### src/design/mmm_pkg.sv
`default_nettype none
// Shared constants and types of the multi-store memory manager
package mmm_pkg;
  // Storage codes seen on the request port
  localparam logic [7:0] STORE_FLASH_LEGACY = 8'h01;
  localparam logic [7:0] STORE_INTERNAL_RAM = 8'h02;
  localparam logic [7:0] STORE_INTERNAL_EEPROM = 8'h03;
  localparam logic [7:0] STORE_EXTERNAL_FIRST = 8'h10;
  localparam logic [7:0] STORE_EXTERNAL_LAST = 8'h17;
  localparam logic [7:0] STORE_FLASH_LOW = 8'h80;
  localparam logic [7:0] STORE_FLASH_HIGH = 8'h81;
  // Address map of the stores
  localparam logic [23:0] RAM_BASE = 24'h000100;
  localparam logic [23:0] FLASH_HIGH_BASE = 24'h010000;
  localparam logic [16:0] RAM_LAST = 17'h008FF;
  localparam logic [16:0] EE_LAST = 17'h003FF;
  localparam logic [16:0] OFF_LAST = 17'h0FFFF;
  localparam logic [15:0] FLASH_LOW_FIRST = 16'hC000;
  localparam logic [23:0] BLOCK_MASK = 24'hFFFFC0;
  localparam logic [6:0] BLOCK_LEN = 7'h40;
  localparam int BLOCK_BYTES = 64;
  // Serial memory control byte and read filler
  localparam logic [7:0] EXT_CTRL_BASE = 8'hB0;
  localparam logic [7:0] READ_FILL = 8'hFF;
  // Total write attempts before giving up
  localparam logic [6:0] RETRY_MAX = 7'd100;
  // Serial bus timing, a quarter bit period in clock cycles
  localparam int CLK_HZ = 200000000;
  localparam int SLOW_HZ = 100000;
  localparam int FAST_HZ = 400000;
  localparam logic [9:0] QTR_SLOW = 10'(CLK_HZ / (4 * SLOW_HZ));
  localparam logic [9:0] QTR_FAST = 10'(CLK_HZ / (4 * FAST_HZ));
  // Serial transaction step numbers
  localparam logic [3:0] STEP_RD_RESTART = 4'h4;
  localparam logic [3:0] STEP_RD_DATA = 4'h6;
  localparam logic [3:0] STEP_RD_STOP = 4'h7;
  localparam logic [3:0] STEP_WR_STOP = 4'h5;
  localparam logic [3:0] STEP_WR_RESTART = 4'h6;
  localparam logic [3:0] STEP_WR_POLL = 4'h7;
  localparam logic [3:0] STEP_WR_END = 4'h8;
  // Main sequence, Gray coded along the flash write path from ST_IDLE to ST_FINISH
  typedef enum logic [2:0] {
    ST_IDLE = 3'h0, ST_LOAD = 3'h1, ST_SCAN = 3'h3, ST_ERASE = 3'h2,
    ST_PROG = 3'h6, ST_VERIFY = 3'h7, ST_FINISH = 3'h5
  } mmm_state_t;
  // Operation on the internal memory port
  typedef enum logic [1:0] {OP_READ = 2'h0, OP_WRITE = 2'h1, OP_ERASE = 2'h2} mmm_op_t;
  // Internal store selected on the memory port
  typedef enum logic [1:0] {SEL_RAM = 2'h0, SEL_EEPROM = 2'h1, SEL_FLASH = 2'h2} mmm_sel_t;
  // Kind of one serial bus step
  typedef enum logic [1:0] {K_START = 2'h0, K_BYTE = 2'h1, K_STOP = 2'h2} mmm_kind_t;
endpackage
`default_nettype wire

### src/design/mmm_memory_manager.sv
`timescale 1ns/100ps
`default_nettype none
// What this block does
// - Code 02 maps RAM offsets from 0x0100
// - Code 03 addresses internal EEPROM directly
// - Codes 10-17 pick serial memories B0 upward
// - Code 80 uses flash offsets C000-FFFF unchanged
// - Code 81 maps offsets onto upper flash
// - Code 01 acts as upper flash
// - Flash below C000 is always refused
// - RAM outside window is unreachable
// - Reads stream consecutive bytes to requester
// - Writes take alternate source when nonzero
// - Skip writing when contents already match, except RAM
// - Verify except RAM, 100 attempts in all, then fail
// - Flash writes via codes 80 and 81 rewrite whole 64-byte block
// - Flash writes hold interrupts, suspend radio
// - Serial transfers hold interrupts, suspend radio
// - Up to eight serial memories reached
// - Bus rate 100kHz or 400kHz selectable
// - Absent serial memory raises memory failure
module mmm_memory_manager
  import mmm_pkg::*;
#(
  parameter int MAX_RUN = BLOCK_BYTES,
  parameter int POLL_MAX = 1000
)
(
  input wire logic clk_i,
  input wire logic rstn_i,
  input wire logic read_run_request_i,
  input wire logic write_run_request_i,
  input wire logic [7:0] storage_code_i,
  input wire logic [15:0] offset_i,
  input wire logic [6:0] byte_count_i,
  input wire logic [15:0] alt_pointer_i,
  input wire logic serial_fast_i,
  input wire logic [7:0] primary_data_i,
  input wire logic primary_valid_i,
  output logic primary_ready_o,
  input wire logic [7:0] alternate_data_i,
  input wire logic alternate_valid_i,
  output logic alternate_ready_o,
  output logic [7:0] rd_data_o,
  output logic rd_valid_o,
  input wire logic rd_ready_i,
  output logic busy_o,
  output logic done_o,
  output logic refused_o,
  output logic memory_failure_error_o,
  output logic irq_hold_o,
  output logic radio_suspend_o,
  output logic mem_req_o,
  output logic [1:0] mem_op_o,
  output logic [1:0] mem_sel_o,
  output logic [23:0] mem_addr_o,
  output logic [7:0] mem_wdata_o,
  input wire logic mem_ack_i,
  input wire logic [7:0] mem_rdata_i,
  input wire logic scl_i,
  output logic scl_o,
  output logic scl_oe_n_o,
  input wire logic sda_i,
  output logic sda_o,
  output logic sda_oe_n_o
);

  // Refuse sizes the image buffer and poll counter cannot hold
  if (MAX_RUN < 1 || MAX_RUN > BLOCK_BYTES) $error("MAX_RUN must be 1 to 64");
  if (POLL_MAX < 1 || POLL_MAX > 1023) $error("POLL_MAX must be 1 to 1023");

  // Physical address of a request offset
  function automatic logic [23:0] map_phys(input logic [7:0] c, input logic [15:0] o);
    if (c == STORE_INTERNAL_RAM)
      map_phys = RAM_BASE + {8'h00, o};
    else if (c == STORE_FLASH_HIGH || c == STORE_FLASH_LEGACY)
      map_phys = FLASH_HIGH_BASE + {8'h00, o};
    else
      map_phys = {8'h00, o};
  endfunction

  // True when code, offset and count name a reachable run
  function automatic logic req_ok(input logic [7:0] c, input logic [15:0] o,
                                  input logic [6:0] n);
    logic [16:0] e;
    e = {1'b0, o} + {10'h000, n} - 17'h00001;
    if (n == 7'h00 || n > 7'(MAX_RUN))
      req_ok = 1'b0;
    else if (c == STORE_INTERNAL_RAM)
      req_ok = (e <= RAM_LAST);
    else if (c == STORE_INTERNAL_EEPROM)
      req_ok = (e <= EE_LAST);
    else if (c == STORE_FLASH_LOW)
      req_ok = (o >= FLASH_LOW_FIRST) && (e <= OFF_LAST);
    else if (c == STORE_FLASH_HIGH || c == STORE_FLASH_LEGACY)
      req_ok = (e <= OFF_LAST);
    else if (c >= STORE_EXTERNAL_FIRST && c <= STORE_EXTERNAL_LAST)
      req_ok = (e <= OFF_LAST);
    else
      req_ok = 1'b0;
  endfunction

  // Kind of each serial step; read and write sequences differ
  function automatic mmm_kind_t step_kind(input logic w, input logic [3:0] s);
    if (s == 4'h0 || (!w && s == STEP_RD_RESTART) || (w && s == STEP_WR_RESTART))
      step_kind = K_START;
    else if ((!w && s == STEP_RD_STOP) || (w && (s == STEP_WR_STOP || s == STEP_WR_END)))
      step_kind = K_STOP;
    else
      step_kind = K_BYTE;
  endfunction

  // Byte sent in each serial step
  function automatic logic [7:0] step_byte(input logic [3:0] s, input logic [7:0] ctl,
                                           input logic [15:0] a, input logic [7:0] d);
    case (s)
      4'h1, 4'h7: step_byte = ctl;
      4'h2: step_byte = a[15:8];
      4'h3: step_byte = a[7:0];
      4'h4: step_byte = d;
      4'h5: step_byte = ctl | 8'h01;
      default: step_byte = READ_FILL;
    endcase
  endfunction

  mmm_state_t st; // Main sequence
  logic [7:0] code; // Latched storage code
  logic is_wr; // Request is a write
  logic alt; // Alternate source chosen
  logic ext; // Serial memory store
  logic flash; // Flash store
  logic vol; // Volatile RAM store
  logic [6:0] cnt; // Requested byte count
  logic [5:0] lo; // First requested byte within the image
  logic [6:0] len; // Bytes scanned per pass
  logic [23:0] base; // Address of image byte zero
  logic [6:0] k; // Load index
  logic [6:0] pos; // Scan index
  logic dirty; // Old contents differ
  logic mism; // Verify mismatch seen
  logic [6:0] tries; // Write attempts so far
  logic op_pend; // One memory operation outstanding
  logic fin_err; // Finish with memory failure
  logic fin_ref; // Finish as refused
  logic [7:0] img [BLOCK_BYTES]; // Image of the bytes to store
  logic int_done, ext_done; // Operation completion pulses
  logic [7:0] int_rdata, ext_rdata; // Bytes read back
  logic ext_fail; // Serial memory did not answer
  logic [7:0] tail_data; // Second buffer entry
  logic tail_v;

  // Combined view of the two operation engines
  logic op_done, op_fail, launch, last, in_rng, diff, take, src_v;
  logic [7:0] op_rdata, src_d;
  logic [23:0] op_addr;
  mmm_op_t op_kind;
  always_comb
  begin
    op_done = ext ? ext_done : int_done;
    op_fail = ext & ext_fail;
    op_rdata = ext ? ext_rdata : int_rdata;
    op_addr = base + {17'h00000, pos};
    last = (pos == len - 7'h01);
    in_rng = (pos >= {1'b0, lo}) && (pos < {1'b0, lo} + cnt);
    diff = (op_rdata != img[pos[5:0]]);
    src_v = alt ? alternate_valid_i : primary_valid_i;
    src_d = alt ? alternate_data_i : primary_data_i;
    take = (st == ST_LOAD) && src_v && (alt ? alternate_ready_o : primary_ready_o);
    if (st == ST_ERASE)
      op_kind = OP_ERASE;
    else if (st == ST_PROG)
      op_kind = OP_WRITE;
    else
      op_kind = OP_READ;
    // Reads start only with room for the answer, so no byte is lost
    launch = (st == ST_SCAN || st == ST_ERASE || st == ST_PROG || st == ST_VERIFY)
             && !op_pend && !(st == ST_SCAN && !is_wr && tail_v);
  end

  // Main request sequence
  always_ff @(posedge clk_i or negedge rstn_i)
  begin
    if (!rstn_i)
    begin
      st <= ST_IDLE;
      code <= 8'h00;
      {is_wr, alt, ext, flash, vol, dirty, mism, op_pend, fin_err, fin_ref} <= 10'h000;
      cnt <= 7'h00;
      lo <= 6'h00;
      len <= 7'h00;
      base <= 24'h000000;
      k <= 7'h00;
      pos <= 7'h00;
      tries <= 7'h00;
      primary_ready_o <= 1'b0;
      alternate_ready_o <= 1'b0;
    end
    else
    begin
      if (launch)
        op_pend <= 1'b1;
      else if (op_done)
        op_pend <= 1'b0;
      case (st)
        ST_IDLE:
        begin
          fin_err <= 1'b0;
          fin_ref <= 1'b0;
          if (read_run_request_i || write_run_request_i)
          begin
            code <= storage_code_i;
            cnt <= byte_count_i;
            is_wr <= write_run_request_i;
            alt <= |alt_pointer_i;
            ext <= storage_code_i >= STORE_EXTERNAL_FIRST
                   && storage_code_i <= STORE_EXTERNAL_LAST;
            flash <= storage_code_i == STORE_FLASH_LOW || storage_code_i == STORE_FLASH_HIGH
                     || storage_code_i == STORE_FLASH_LEGACY;
            vol <= storage_code_i == STORE_INTERNAL_RAM;
            k <= 7'h00;
            pos <= 7'h00;
            dirty <= 1'b0;
            tries <= 7'h01;
            if (write_run_request_i && storage_code_i[7])
            begin
              base <= map_phys(storage_code_i, offset_i) & BLOCK_MASK;
              len <= BLOCK_LEN;
              lo <= offset_i[5:0];
            end
            else
            begin
              base <= map_phys(storage_code_i, offset_i);
              len <= byte_count_i;
              lo <= 6'h00;
            end
            // A flash write through codes 80 and 81 may not straddle two blocks
            if (!req_ok(storage_code_i, offset_i, byte_count_i) || (write_run_request_i
                && storage_code_i[7] && ({1'b0, offset_i[5:0]} + byte_count_i) > BLOCK_LEN))
            begin
              fin_ref <= 1'b1;
              st <= ST_FINISH;
            end
            else if (write_run_request_i)
            begin
              primary_ready_o <= ~|alt_pointer_i;
              alternate_ready_o <= |alt_pointer_i;
              st <= ST_LOAD;
            end
            else
              st <= ST_SCAN;
          end
        end
        ST_LOAD:
        begin
          if (take)
          begin
            k <= k + 7'h01;
            if (k == cnt - 7'h01)
            begin
              primary_ready_o <= 1'b0;
              alternate_ready_o <= 1'b0;
              // RAM is volatile and needs no compare
              st <= vol ? ST_PROG : ST_SCAN;
            end
          end
        end
        ST_SCAN, ST_VERIFY:
        begin
          if (op_done)
          begin
            pos <= last ? 7'h00 : pos + 7'h01;
            if (op_fail)
            begin
              fin_err <= 1'b1;
              st <= ST_FINISH;
            end
            else if (st == ST_SCAN)
            begin
              if (is_wr && in_rng && diff)
                dirty <= 1'b1;
              if (last)
                st <= (!is_wr || !(dirty || (in_rng && diff))) ? ST_FINISH
                      : (flash ? ST_ERASE : ST_PROG);
            end
            else
            begin
              if (diff)
                mism <= 1'b1;
              if (last && (mism || diff))
              begin
                if (tries == RETRY_MAX)
                begin
                  fin_err <= 1'b1;
                  st <= ST_FINISH;
                end
                else
                begin
                  tries <= tries + 7'h01;
                  st <= flash ? ST_ERASE : ST_PROG;
                end
              end
              else if (last)
                st <= ST_FINISH;
            end
          end
        end
        ST_ERASE:
        begin
          if (op_done)
          begin
            pos <= 7'h00;
            st <= ST_PROG;
          end
        end
        ST_PROG:
        begin
          mism <= 1'b0;
          if (op_done)
          begin
            pos <= last ? 7'h00 : pos + 7'h01;
            if (op_fail)
            begin
              fin_err <= 1'b1;
              st <= ST_FINISH;
            end
            else if (last)
              st <= vol ? ST_FINISH : ST_VERIFY;
          end
        end
        default:
          st <= ST_IDLE;
      endcase
    end
  end

  // Image of the block; data only, so no reset
  always_ff @(posedge clk_i)
  begin
    if (take)
      img[lo + k[5:0]] <= src_d;
    else if (st == ST_SCAN && is_wr && op_done && !in_rng)
      img[pos[5:0]] <= op_rdata;
  end

  // Internal memory port, held until acknowledged
  always_ff @(posedge clk_i or negedge rstn_i)
  begin
    if (!rstn_i)
    begin
      mem_req_o <= 1'b0;
      mem_op_o <= OP_READ;
      mem_sel_o <= SEL_RAM;
      mem_addr_o <= 24'h000000;
      mem_wdata_o <= 8'h00;
      int_done <= 1'b0;
      int_rdata <= 8'h00;
    end
    else
    begin
      int_done <= mem_req_o && mem_ack_i;
      if (mem_req_o && mem_ack_i)
      begin
        mem_req_o <= 1'b0;
        int_rdata <= mem_rdata_i;
      end
      else if (launch && !ext)
      begin
        mem_req_o <= 1'b1;
        mem_op_o <= op_kind;
        mem_sel_o <= flash ? SEL_FLASH : (vol ? SEL_RAM : SEL_EEPROM);
        mem_addr_o <= op_addr;
        mem_wdata_o <= img[pos[5:0]];
      end
    end
  end

  // Bus line synchronisers; only the second stage is read
  logic sda_m, sda_s, scl_m, scl_s;
  always_ff @(posedge clk_i or negedge rstn_i)
  begin
    if (!rstn_i)
      {sda_m, sda_s, scl_m, scl_s} <= 4'hF;
    else
      {sda_m, sda_s, scl_m, scl_s} <= {sda_i, sda_m, scl_i, scl_m};
  end

  // Serial memory engine, one byte per transaction
  logic i_busy, i_wr, ack_bad;
  logic [3:0] stp, bitn;
  logic [1:0] ph;
  logic [9:0] qcnt, polls;
  logic [8:0] txsh;
  logic [7:0] rxsh, ctl, wbyte;
  logic [15:0] eaddr;
  mmm_kind_t kind;
  assign kind = step_kind(i_wr, stp);
  assign scl_o = 1'b0;
  assign sda_o = 1'b0;
  always_ff @(posedge clk_i or negedge rstn_i)
  begin
    if (!rstn_i)
    begin
      {i_busy, i_wr, ack_bad, ext_done, ext_fail} <= 5'h00;
      {stp, bitn, ph} <= 10'h000;
      qcnt <= 10'h000;
      polls <= 10'h000;
      txsh <= 9'h1FF;
      {rxsh, ext_rdata, ctl, wbyte} <= 32'h00000000;
      eaddr <= 16'h0000;
      scl_oe_n_o <= 1'b1;
      sda_oe_n_o <= 1'b1;
    end
    else
    begin
      ext_done <= 1'b0;
      if (!i_busy)
      begin
        if (launch && ext)
        begin
          i_busy <= 1'b1;
          i_wr <= (op_kind == OP_WRITE);
          ctl <= EXT_CTRL_BASE | {4'h0, code[2:0], 1'b0};
          eaddr <= op_addr[15:0];
          wbyte <= img[pos[5:0]];
          {stp, bitn, ph} <= 10'h000;
          ext_fail <= 1'b0;
          polls <= 10'h000;
          qcnt <= serial_fast_i ? QTR_FAST : QTR_SLOW;
        end
      end
      else if (qcnt != 10'h000)
        qcnt <= qcnt - 10'h001;
      // A slave stretching the clock holds the high phase
      else if (!(ph == 2'h2 && kind != K_STOP && !scl_s && scl_oe_n_o))
      begin
        qcnt <= serial_fast_i ? QTR_FAST : QTR_SLOW;
        ph <= ph + 2'h1;
        case (kind)
          K_START:
            case (ph)
              2'h0: {sda_oe_n_o, scl_oe_n_o} <= 2'b10;
              2'h1: scl_oe_n_o <= 1'b1;
              2'h2: sda_oe_n_o <= 1'b0;
              default: scl_oe_n_o <= 1'b0;
            endcase
          K_STOP:
            case (ph)
              2'h0: {sda_oe_n_o, scl_oe_n_o} <= 2'b00;
              2'h1: scl_oe_n_o <= 1'b1;
              2'h2: sda_oe_n_o <= 1'b1;
              default: scl_oe_n_o <= 1'b1;
            endcase
          default:
            case (ph)
              2'h0: {sda_oe_n_o, scl_oe_n_o} <= {txsh[8], 1'b0};
              2'h1: scl_oe_n_o <= 1'b1;
              2'h2:
              begin
                if (bitn == 4'h8)
                  ack_bad <= sda_s;
                else
                  rxsh <= {rxsh[6:0], sda_s};
              end
              default:
              begin
                scl_oe_n_o <= 1'b0;
                txsh <= {txsh[7:0], 1'b1};
              end
            endcase
        endcase
        if (ph == 2'h3 && kind == K_BYTE && bitn != 4'h8)
          bitn <= bitn + 4'h1;
        else if (ph == 2'h3)
        begin
          bitn <= 4'h0;
          // The first stop of a write leads on to acknowledge polling
          if (kind == K_STOP && !(i_wr && stp == STEP_WR_STOP))
          begin
            i_busy <= 1'b0;
            ext_done <= 1'b1;
          end
          else if (kind == K_BYTE && i_wr && stp == STEP_WR_POLL && ack_bad)
          begin
            // poll until the write cycle ends
            polls <= polls + 10'h001;
            if (polls == 10'(POLL_MAX - 1))
              ext_fail <= 1'b1;
            stp <= (polls == 10'(POLL_MAX - 1)) ? STEP_WR_END : STEP_WR_RESTART;
          end
          else if (kind == K_BYTE && ack_bad && !(!i_wr && stp == STEP_RD_DATA))
          begin
            ext_fail <= 1'b1;
            stp <= i_wr ? STEP_WR_END : STEP_RD_STOP;
          end
          else
          begin
            if (!i_wr && stp == STEP_RD_DATA)
              ext_rdata <= rxsh;
            stp <= stp + 4'h1;
            txsh <= {step_byte(stp + 4'h1, ctl, eaddr, wbyte), 1'b1};
          end
        end
      end
    end
  end

  logic push, pop;
  assign push = (st == ST_SCAN) && !is_wr && op_done && !op_fail;
  assign pop = rd_valid_o && rd_ready_i;
  always_ff @(posedge clk_i or negedge rstn_i)
  begin
    if (!rstn_i)
    begin
      rd_valid_o <= 1'b0;
      rd_data_o <= 8'h00;
      tail_v <= 1'b0;
      tail_data <= 8'h00;
    end
    else if (push && (!rd_valid_o || (pop && !tail_v)))
    begin
      rd_valid_o <= 1'b1;
      rd_data_o <= op_rdata;
    end
    else if (push && pop)
    begin
      rd_data_o <= tail_data;
      tail_data <= op_rdata;
    end
    else if (push)
    begin
      tail_v <= 1'b1;
      tail_data <= op_rdata;
    end
    else if (pop)
    begin
      rd_valid_o <= tail_v;
      rd_data_o <= tail_data;
      tail_v <= 1'b0;
    end
  end

  // Status and system hold outputs
  always_ff @(posedge clk_i or negedge rstn_i)
  begin
    if (!rstn_i)
      {busy_o, done_o, refused_o, memory_failure_error_o, irq_hold_o, radio_suspend_o} <= 6'h00;
    else
    begin
      // Raised on the taking edge, so a second request is never offered
      busy_o <= (st != ST_IDLE) || read_run_request_i || write_run_request_i;
      done_o <= (st == ST_FINISH);
      refused_o <= (st == ST_FINISH) && fin_ref;
      memory_failure_error_o <= (st == ST_FINISH) && fin_err;
      irq_hold_o <= (st != ST_IDLE && st != ST_FINISH && !fin_ref) && (ext
                    || (flash && (st == ST_ERASE || st == ST_PROG || st == ST_VERIFY)));
      radio_suspend_o <= (st != ST_IDLE && st != ST_FINISH && !fin_ref) && (ext
                    || (flash && (st == ST_ERASE || st == ST_PROG || st == ST_VERIFY)));
    end
  end

endmodule
`default_nettype wire

### config.mk
export PLATFORM = sky130hd
export DESIGN_NAME = mmm_memory_manager
export DESIGN_NICKNAME = d
export VERILOG_FILES = /design/src/design/mmm_pkg.sv /design/src/design/mmm_memory_manager.sv
export SDC_FILE = /design/constraint.sdc
export NUM_CORES = 1
export LEC_CHECK = 0
export BUFFER_PORTS_ARGS = -buffer_cell sky130_fd_sc_hd__buf_2
export CAP_MARGIN = 15
export CORE_AREA = 3 3 279 281
export CTS_CLUSTER_DIAMETER = 60
export DETAILED_ROUTE_END_ITERATION = 7
export DIE_AREA = 0 0 282 284
export GPL_ROUTABILITY_DRIVEN = 0
export RECOVER_POWER = 25
export SYNTH_ARGS = -nofsm -noshare
export SYNTH_HDL_FRONTEND = slang
export SYNTH_SLANG_ARGS = --single-unit
### constraint.sdc
create_clock -name clk_i -period 6.6 [get_ports clk_i]
set_input_delay 1.65 -clock clk_i [delete_from_list [all_inputs] [get_ports clk_i]]
set_output_delay 1.65 -clock clk_i [all_outputs]
set_load 0.03 [all_outputs]
Word level (Yosys, flattened, before mapping):

Memory sizes are Yosys's and may differ from the RTL's.
Cells that the tools add are included.

* add/subtract/negate cells: 18
* reduce and logical (&&, ||, !) cells: 142
* order comparisons: 10
* equal/unequal tests: 75
* muxes and demuxes: 185
* bitwise logic cells: 14

Operator list (number)
* $mux 10: 12
* $mux 7: 12
* $mux 1: 80
* $mux 8: 9
* $mux 9: 8
* $mux 4: 16
* $mux 3: 18
* $logic_and 1x1->1: 50
* $ne 2x2->1 const B: 21
* $pmux 8 s5: 1
* $mux 18: 2
* $reduce_and 6->1: 6
* $eq 4x3->1 const B: 7
* $pmux 7 s2: 2
* $logic_or 1x1->1: 22
* $add 7x1->7 const B: 3
* $pmux 7 s3: 1
* $reduce_and 7->1: 3
* $mux 2: 10
* $add 18x7->19: 1
* $add 17x16->18 const A: 1
* $mux 6: 3
* $ne 3x3->1 const B: 6
* $pmux 1 s2: 9
* 60 further kinds: 141

* bits in writable memories: 512
* memories: 1
* register bits after elaboration: 240
* output and inout port bits: 58

Memories
* img: depth 64, bits a word 8, read ports 1, clocked after memory_dff 0, write ports 1, RTL line mmm_memory_manager.sv:145 `logic [7:0] img [BLOCK_BYTES];`

Logic depth before layout (Yosys ltp):

Gate-level depths: netlist (run 1).

* word-level depth: 17
* mapped depth: 20

Worst setup path after synthesis (run 1):

No wires, ideal clock.

* path kind: register to register
* start point: register pos[0]
* end point: memory img[0][5], data pin
* data required time: 5.898 ns
* stages on the path, launching flop included: 20
* slack: 0.076 ns
* period minus slack after synthesis: 6.524 ns
* arrival time: 5.822 ns
* cells stage by stage: dfrtp_1 -> buf_6 -> buf_12 -> buf_6 -> buf_4 -> buf_6 -> buf_4 -> inv_1 -> ha_1 -> nand2b_1 -> a21o_1 -> a21oi_1 -> nor2b_1 -> o21ai_0 -> a211o_1 -> o21ai_1 -> clkbuf_1 -> clkbuf_1 -> clkbuf_1 -> o21ai_0

* word-level cells in the longest chain between the ends: 9

Ends and longest elaborated chain
* start: declaration: RTL line mmm_memory_manager.sv:138 `logic [6:0] pos;`
* start signal: assignment: RTL line mmm_memory_manager.sv:271 `pos <= last ? 7'h00 : pos + 7'h01;`
* start signal: assignment: RTL line mmm_memory_manager.sv:320 `pos <= last ? 7'h00 : pos + 7'h01;`
* $ge 7x6->1 or $lt 7x7->1 (tied branches): RTL line mmm_memory_manager.sv:164 `in_rng = (pos >= {1'b0, lo}) && (pos < {1'b0, lo} + cnt);`
* $logic_and 1x1->1 (*): RTL line mmm_memory_manager.sv:164
* $logic_not 1->1 (*): RTL line mmm_memory_manager.sv:341 `else if (st == ST_SCAN && is_wr && op_done && !in_rng)`
* $logic_and 1x1->1 (*): RTL line mmm_memory_manager.sv:341
* $mux 1 (*): RTL line mmm_memory_manager.sv:341
* $mux 1 (*): RTL line mmm_memory_manager.sv:339 `if (take)`
* $mux 1 (implied by the code) (*): RTL line mmm_memory_manager.sv:342 `img[pos[5:0]] <= op_rdata;`
* $reduce_or 8->1 (no line) (*)
* $mux 8 (no line) (*)
* end: declaration: RTL line mmm_memory_manager.sv:145

Every way passes the cells marked *; elsewhere a longest branch is shown, timed or not.

Final worst setup path (run 1):

* start point: register cnt[0]
* end point: memory img[45][7] (enable)

* word-level cells in the longest chain between the ends: 10

Ends and longest elaborated chain
* start: declaration: RTL line mmm_memory_manager.sv:133 `logic [6:0] cnt;`
* start signal: assignment: RTL line mmm_memory_manager.sv:212 `cnt <= byte_count_i;`
* $add 6x7->7 (*): RTL line mmm_memory_manager.sv:164
* $lt 7x7->1 (*): RTL line mmm_memory_manager.sv:164
* $logic_and 1x1->1 (*): RTL line mmm_memory_manager.sv:164
* $logic_not 1->1 (*): RTL line mmm_memory_manager.sv:341
* $logic_and 1x1->1 (*): RTL line mmm_memory_manager.sv:341
* $mux 1 (*): RTL line mmm_memory_manager.sv:341
* $mux 1 (*): RTL line mmm_memory_manager.sv:339
* $mux 1 (implied by the code) (*): RTL line mmm_memory_manager.sv:342
* $reduce_or 8->1 (no line)
* $mux 6 (no line) or $mux 1 (tied branches)

Marked as above.

==> run_results.csv, run 1 <==
group,metric,value,unit
clock_network,post_cts_resized,0,
placement,dp_hpwl,57400,um
power,p_per_area,412,nW/um2
synthesis,synth_most_common_cell,"edfxtp_1",
timing,slew_violations,214,
critical_path,startpoint_type,"register",
synthesis,synth_area_leaders,"edfxtp_1 45%, dfrtp_1 16%, mux4_2 6.0%",
placement,dp_cells,3540,
timing,rsz0062_at_grt,"false",
route,drtPass1Iterations,6,
floorplan,ios,140,
layout,n_fill_cell,6379,
synthesis,ys_seq_elements,745,
hold_path,min_path_type,"reg -> reg",
global_route,first_global_vias,21400,
synthesis,synth-edff-count,512,
synthesis,synthTopCellsByCount,"512 x edfxtp_1, 261 x nand2_1, 218 x dfrtp_1",
synthesis,synth.distinct_cells,86,
route,routed-wl-met3,4410,um
placement,place_area,35700,um2
power,p_total,15.7,mW
placement,dp_slack,1110,ps
clock_network,clockBufferDepth,3,
global_route,grt_pass1_wl,130000,um
route,drt_iter0_markers,1810,
timing,fin_hold_ws,358,ps
clock_network,cts_tree,"built",
critical_path,regToRegSetupSlack,1560,ps
synthesis,synth_area_leader_cell,"edfxtp_1",
route,drc,0,
layout,diodes,0,
global_route,gr-total-overflow,0,
floorplan,row_count,101,
floorplan,die-area,80100,um2
timing,hold_viol_final,0,
critical_path,arrival,5280,ps
floorplan,fp.dieW,282,um
timing,fin_setup_tns,0,ps
clock_network,post_cts_buffers,0,
clock_network,htree_levels,3,
layout,utilization,0.506,
floorplan,coreArea,75700,um2
route,wl_per_cell,23.1,um
critical_path,ff2ff_path_depth,16,
synthesis,synthCells,2505,
synthesis,synth-main-ff-cell,"edfxtp_1",
route,vias_per_cell,5.73,
critical_path,cp_max_fo,18,
clock_network,path_clk_slew,60,ps
run,max-cap-violations,5,
timing,report.final.setup_viol,0,
timing,worstMarginPinSlew,3070,ps
status,violations,"capacitance limit, slew limit",
layout,nNetsFinal,2818,
timing,slew_headroom,-1.05,
route,vias,21100,
clock_network,cts_hold_buf,0,
timing,layout_worst_path_cycle_share,0.763,
layout,multiInputGateArea,11800,um2
timing,fin_ws,1560,ps
layout,stdcell_area,38300,um2
clock_network,cts_made_buffers,79,
placement,io_buffers,131,
synthesis,yosys_warnings,0,
layout,regArea,21200,um2
global_route,grt_max_degree,185,
power,ir_worst_vdd,273,uV
critical_path,r2r_end,"img[45][7]",
timing,fin_crit,5040,ps
floorplan,die_y,284,um
clock_network,cts_root_buf,"clkbuf_16",
layout,area_delta_synth_final,12.8,%
critical_path,cp.required,6850,ps
floorplan,start_util,0.448,
status,outcome,"finished, violations left",
clock_network,cts.sinks,745,
global_route,antenna_found_initial,0,
layout,final_cell_count_no_fill,3684,
route,finalWirelength,85200,um
critical_path,cp-startpoint,"cnt[0]",
hold_path,min-delay-start,"scl_m",
power,p_leak,14.2,nW
route,wl_met2,41700,um
synthesis,yosysSeqAreaShare,0.625,
route,ant_nets,0,
critical_path,r2r_start,"cnt[0]",
layout,drive_above_1_share,0.164,
synthesis,async_reset_ff_frac,0.313,
synthesis,syn_area_per_cell,13.5,um2
timing,fmax,199,MHz
synthesis,syn_area,33900,um2
global_route,grt_usage,0.213,
critical_path,endpoint_kind,"register",
route,met1_length,36100,um
clock_network,clock_latency,640,ps
synthesis,synth_top_area_share,0.453,
route,dr.max_layer_used,"met4",
critical_path,critical_path_class,"reg -> reg",
critical_path,crit_end,"img[45][7]",
timing,clock_skew,38.4,ps
-- per-layer routing --
layer / track usage / vias up
li1: - / 9637
met4: 0.0754 / 0
met5: 0 / -
met1: 0.287 / 10700
met2: 0.355 / 625
met3: 0.0307 / 149
-- cells by family after synthesis --
group	synth area share
flops	0.625
xor+xnor	0.0213
mux	0.120
compound gates	0.0806
buf+inv	0.0298
fa+ha+maj	0.0350
other cells	0.000110
simple gates	0.0879
-- report_power, final --
part           leakage, nW  internal, mW  switching [mW]  total, mW
clock                 1.31          2.73            1.87       4.60
sequential            7.54          5.74           0.562       6.30
combinational         5.32          1.84            3.01       4.85
total                 14.2          10.3            5.45       15.7
-- cell type report --
type,instances,share of cell area
tap,978,0.0320
inverter,107,0.0105
clock inverter,48,0.0168
sequential,745,0.555
clock buffer,95,0.0540
multi-input combinational,1545,0.309
timing repair buffer,166,0.0224
-- registers in the layout, summed over array words and instances (netlist names), 8 cells and up --
| signal | count |
|---|---|
| base | 17 |
| eaddr | 16 |
| ext_rdata | 8 |
| img | 512 |
| int_rdata | 8 |
| mem_addr_o | 18 |
| mem_wdata_o | 8 |
| polls | 10 |
| qcnt | 10 |
| rd_data_o | 8 |
| rxsh | 8 |
| tail_data | 8 |
| txsh | 9 |
| wbyte | 8 |
-- how the worst min path moves through the flow --
stage | endpoint | slack (ps) | cells past startpoint
global placement | sda_s | 350 | 0
finish | scl_s | 360 | 0
floorplan | scl_s | 350 | 0
CTS | sda_s | 360 | 0
detailed placement | sda_s | 350 | 0
global route | sda_s | 360 | 0
-- cells in the final DEF, fill, tap and decap left out, types with 27 or more instances in the layout --
| cell type | n |
|---|---|
| clkbuf_1 | 70 |
| mux2_2 | 78 |
| nand3_1 | 46 |
| mux2i_1 | 92 |
| buf_2 | 80 |
| edfxtp_1 | 512 |
| o22ai_1 | 31 |
| buf_4 | 27 |
| a21oi_1 | 84 |
| xor2_1 | 27 |
| ha_1 | 87 |
| clkbuf_16 | 79 |
| nand2_1 | 261 |
| inv_1 | 105 |
| dfrtp_1 | 215 |
| mux4_2 | 91 |
| nor3_1 | 33 |
| xnor2_1 | 50 |
| o21ai_0 | 151 |
| nor2_1 | 178 |
-- worst max-delay path, cell delays in order, from the launching register on --
cell and delay [ps]:
dfrtp_1 420, ha_1 190, inv_1 50, fa_1 400, inv_1 80, a21oi_1 60
o21bai_1 200, a21o_1 160, a21oi_1 70, xor2_1 150, ha_1 180, a211o_1 290
o21ai_4 550, mux2i_1 510, and3b_1 280, nand2_1 170, nor2_1 870
No activity file was read; power rests on OpenSTA's default activity.
==> inputs of run 2 (changes only) <==
- clock period: 6.6 -> 4.4 ns (I/O delays scaled with it)
==> run_results.csv, run 2 (synthesis results as in run 1) <==
group,metric,value,unit
hold_path,holdPathStages,0,
timing,hold_viol_final,0,
route,vias_per_cell,5.65,
power,p_leak,15.0,nW
hold_path,min-delay-start,"sda_m",
status,outcome,"finished, violations left",
floorplan,row_count,101,
hold_path,min_path_type,"reg -> reg",
critical_path,ff2ff_path_depth,20,
clock_network,cts_root_buf,"clkbuf_16",
clock_network,clock_latency,630,ps
layout,largest_reg_flops,512,
critical_path,r2r_end,"img[1][1]",
layout,final_common_cell,"edfxtp_1",
placement,dp_hpwl,60200,um
route,finalWirelength,87300,um
critical_path,cp_cell_sequence,"ha_1 > inv_1 > fa_1 > inv_1 > a21oi_1 > o21bai_1 > a21o_1 > a21oi_2 > xor2_1 > ha_1 > o21ai_0 > a21oi_1 > buf_4 > o21ai_4 > mux2i_1 > buf_4 > and2_1 > nand2_1 > nor2_1 > buf_4",
run,max-cap-violations,4,
floorplan,start_util,0.448,
timing,fin_setup_tns,0,ps
route,vias,21700,
timing,clock_skew,14.0,ps
route,drtPass1Iterations,6,
global_route,antenna_found_initial,0,
route,drc,0,
power,p_total,23.8,mW
timing,layout_worst_path_cycle_share,0.976,
timing,rsz0062_at_grt,"true",
global_route,gr-total-overflow,0,
floorplan,ios,140,
power,p_per_area,602,nW/um2
layout,n_fill_cell,6363,
clock_network,path_clk_slew,60,ps
clock_network,cts_tree,"built",
clock_network,cts_made_buffers,80,
layout,nNetsFinal,2980,
critical_path,cp.required,4730,ps
floorplan,die_y,284,um
floorplan,fp.dieW,282,um
timing,worstMarginPinSlew,2660,ps
clock_network,cts_hold_buf,0,
route,ant_nets,0,
critical_path,cp_max_fo,8,
critical_path,path_common_cell,"buf_4",
hold_path,hold-path-endpoint,"sda_s",
global_route,grt_pass1_wl,133000,um
layout,layout_common_cells,"512 x edfxtp_1, 259 x nand2_1, 215 x dfrtp_1",
critical_path,critical_path_class,"reg -> reg",
floorplan,die-area,80100,um2
floorplan,coreArea,75700,um2
layout,utilization,0.523,
route,wl_per_cell,22.7,um
layout,diodes,0,
clock_network,cts.sinks,745,
timing,fmax,233,MHz
critical_path,arrival,4630,ps
critical_path,regToRegSetupSlack,110,ps
critical_path,startpoint_type,"register",
clock_network,htree_levels,3,
timing,slew_violations,179,
power,ir_worst_vdd,351,uV
critical_path,endpoint_kind,"register",
critical_path,slowest_delay,400,ps
timing,report.final.setup_viol,0,
critical_path,crit_path_top_delay_cell,"fa_1",
global_route,grt_max_degree,107,
timing,fin_hold_ws,356,ps
timing,slew_headroom,-0.775,
layout,area_delta_synth_final,16.6,%
critical_path,cp-startpoint,"lo[0]",
global_route,first_global_vias,22200,
global_route,grt_usage,0.218,
critical_path,r2r_start,"lo[0]",
placement,io_buffers,131,
status,violations,"capacitance limit, slew limit",
layout,drive_above_1_share,0.215,
clock_network,clockBufferDepth,3,
route,drt_iter0_markers,1936,
timing,fin_crit,4290,ps
[run 2: changes by cell type in the layout (fill, tap and decap cells not counted), moves of 4 or more]
| cell | previous run | this run |
|---|---|---|
| nor2_1 | 178 | 167 |
| bufinv_16 | 12 | 5 |
| clkinv_1 | 11 | 15 |
| inv_6 | 1 | 5 |
| nor2_2 | 0 | 10 |
| buf_12 | 2 | 20 |
| buf_4 | 27 | 164 |
[run 2: through the flow]
stage | instances | setup WS (ps) | area (um2)
after floorplan | 2512 | 11.3 | 34100
after CTS | 3843 | 4.74 | 39700
after detailed placement | 3701 | -264 | 37100
after global routing | 3844 | -126 | 39600
after global placement | 3701 | -169 | 37100
final | 3844 | 107 | 39600
[run 2: report_power, final]
| group | switching (mW) | total (mW) | internal [mW] |
|---|---|---|---|
| Sequential | 0.759 | 9.35 | 8.59 |
| Clock | 2.78 | 6.55 | 3.77 |
| Combinational | 4.76 | 7.93 | 3.16 |
[run 2: what timing repair did]
action / in CTS / in global routing
setup buffers: 0 / 0
resized for setup: 3 / 17
setup endpoints to repair: 14 / 233
pin swaps: 0 / 2
[run 2: worst max-delay path by stage]
| stage | to | slack (ps) | depth (start not counted) |
|---|---|---|---|
| after floorplan | img[0][6] | 10 | 20 |
| after global placement | primary_ready_o | -170 | 19 |
| after detailed placement | primary_ready_o | -260 | 19 |
| after CTS | img[51][4] | 5 | 19 |
| after global routing | img[1][1] | -130 | 19 |
| final | img[1][1] | 110 | 20 |
[run 2: worst max-delay path, delay by kind of cell (launching register included)]
kind | cells | cell delay (ps)
DFF | 1 | 360
muxes | 1 | 330
adders and majority gates | 3 | 840
and+or+nand+nor | 3 | 640
xor gates and xnor gates | 1 | 140
AOI/OAI and AO/OA | 7 | 990
buffers and inverters | 5 | 680
[run 2: area by class of cell]
class	count	area [um2]	share of cell area
clock buffer	95	2120	0.0536
multi-input combinational	1545	11900	0.300
timing repair buffer	327	2290	0.0578
inverter	107	402	0.0101
tap	978	1220	0.0309
clock inverter	47	428	0.0108
sequential	745	21200	0.537
[run 2: per-layer routing]
layer / routed length [um] / up-vias / GRT usage
li1: - / 9966 / -
met1: 36500 / 10900 / 0.289
met2: 43500 / 648 / 0.371
met3: 4710 / 153 / 0.0346
met4: 2520 / 0 / 0.0638
met5: 0 / - / 0
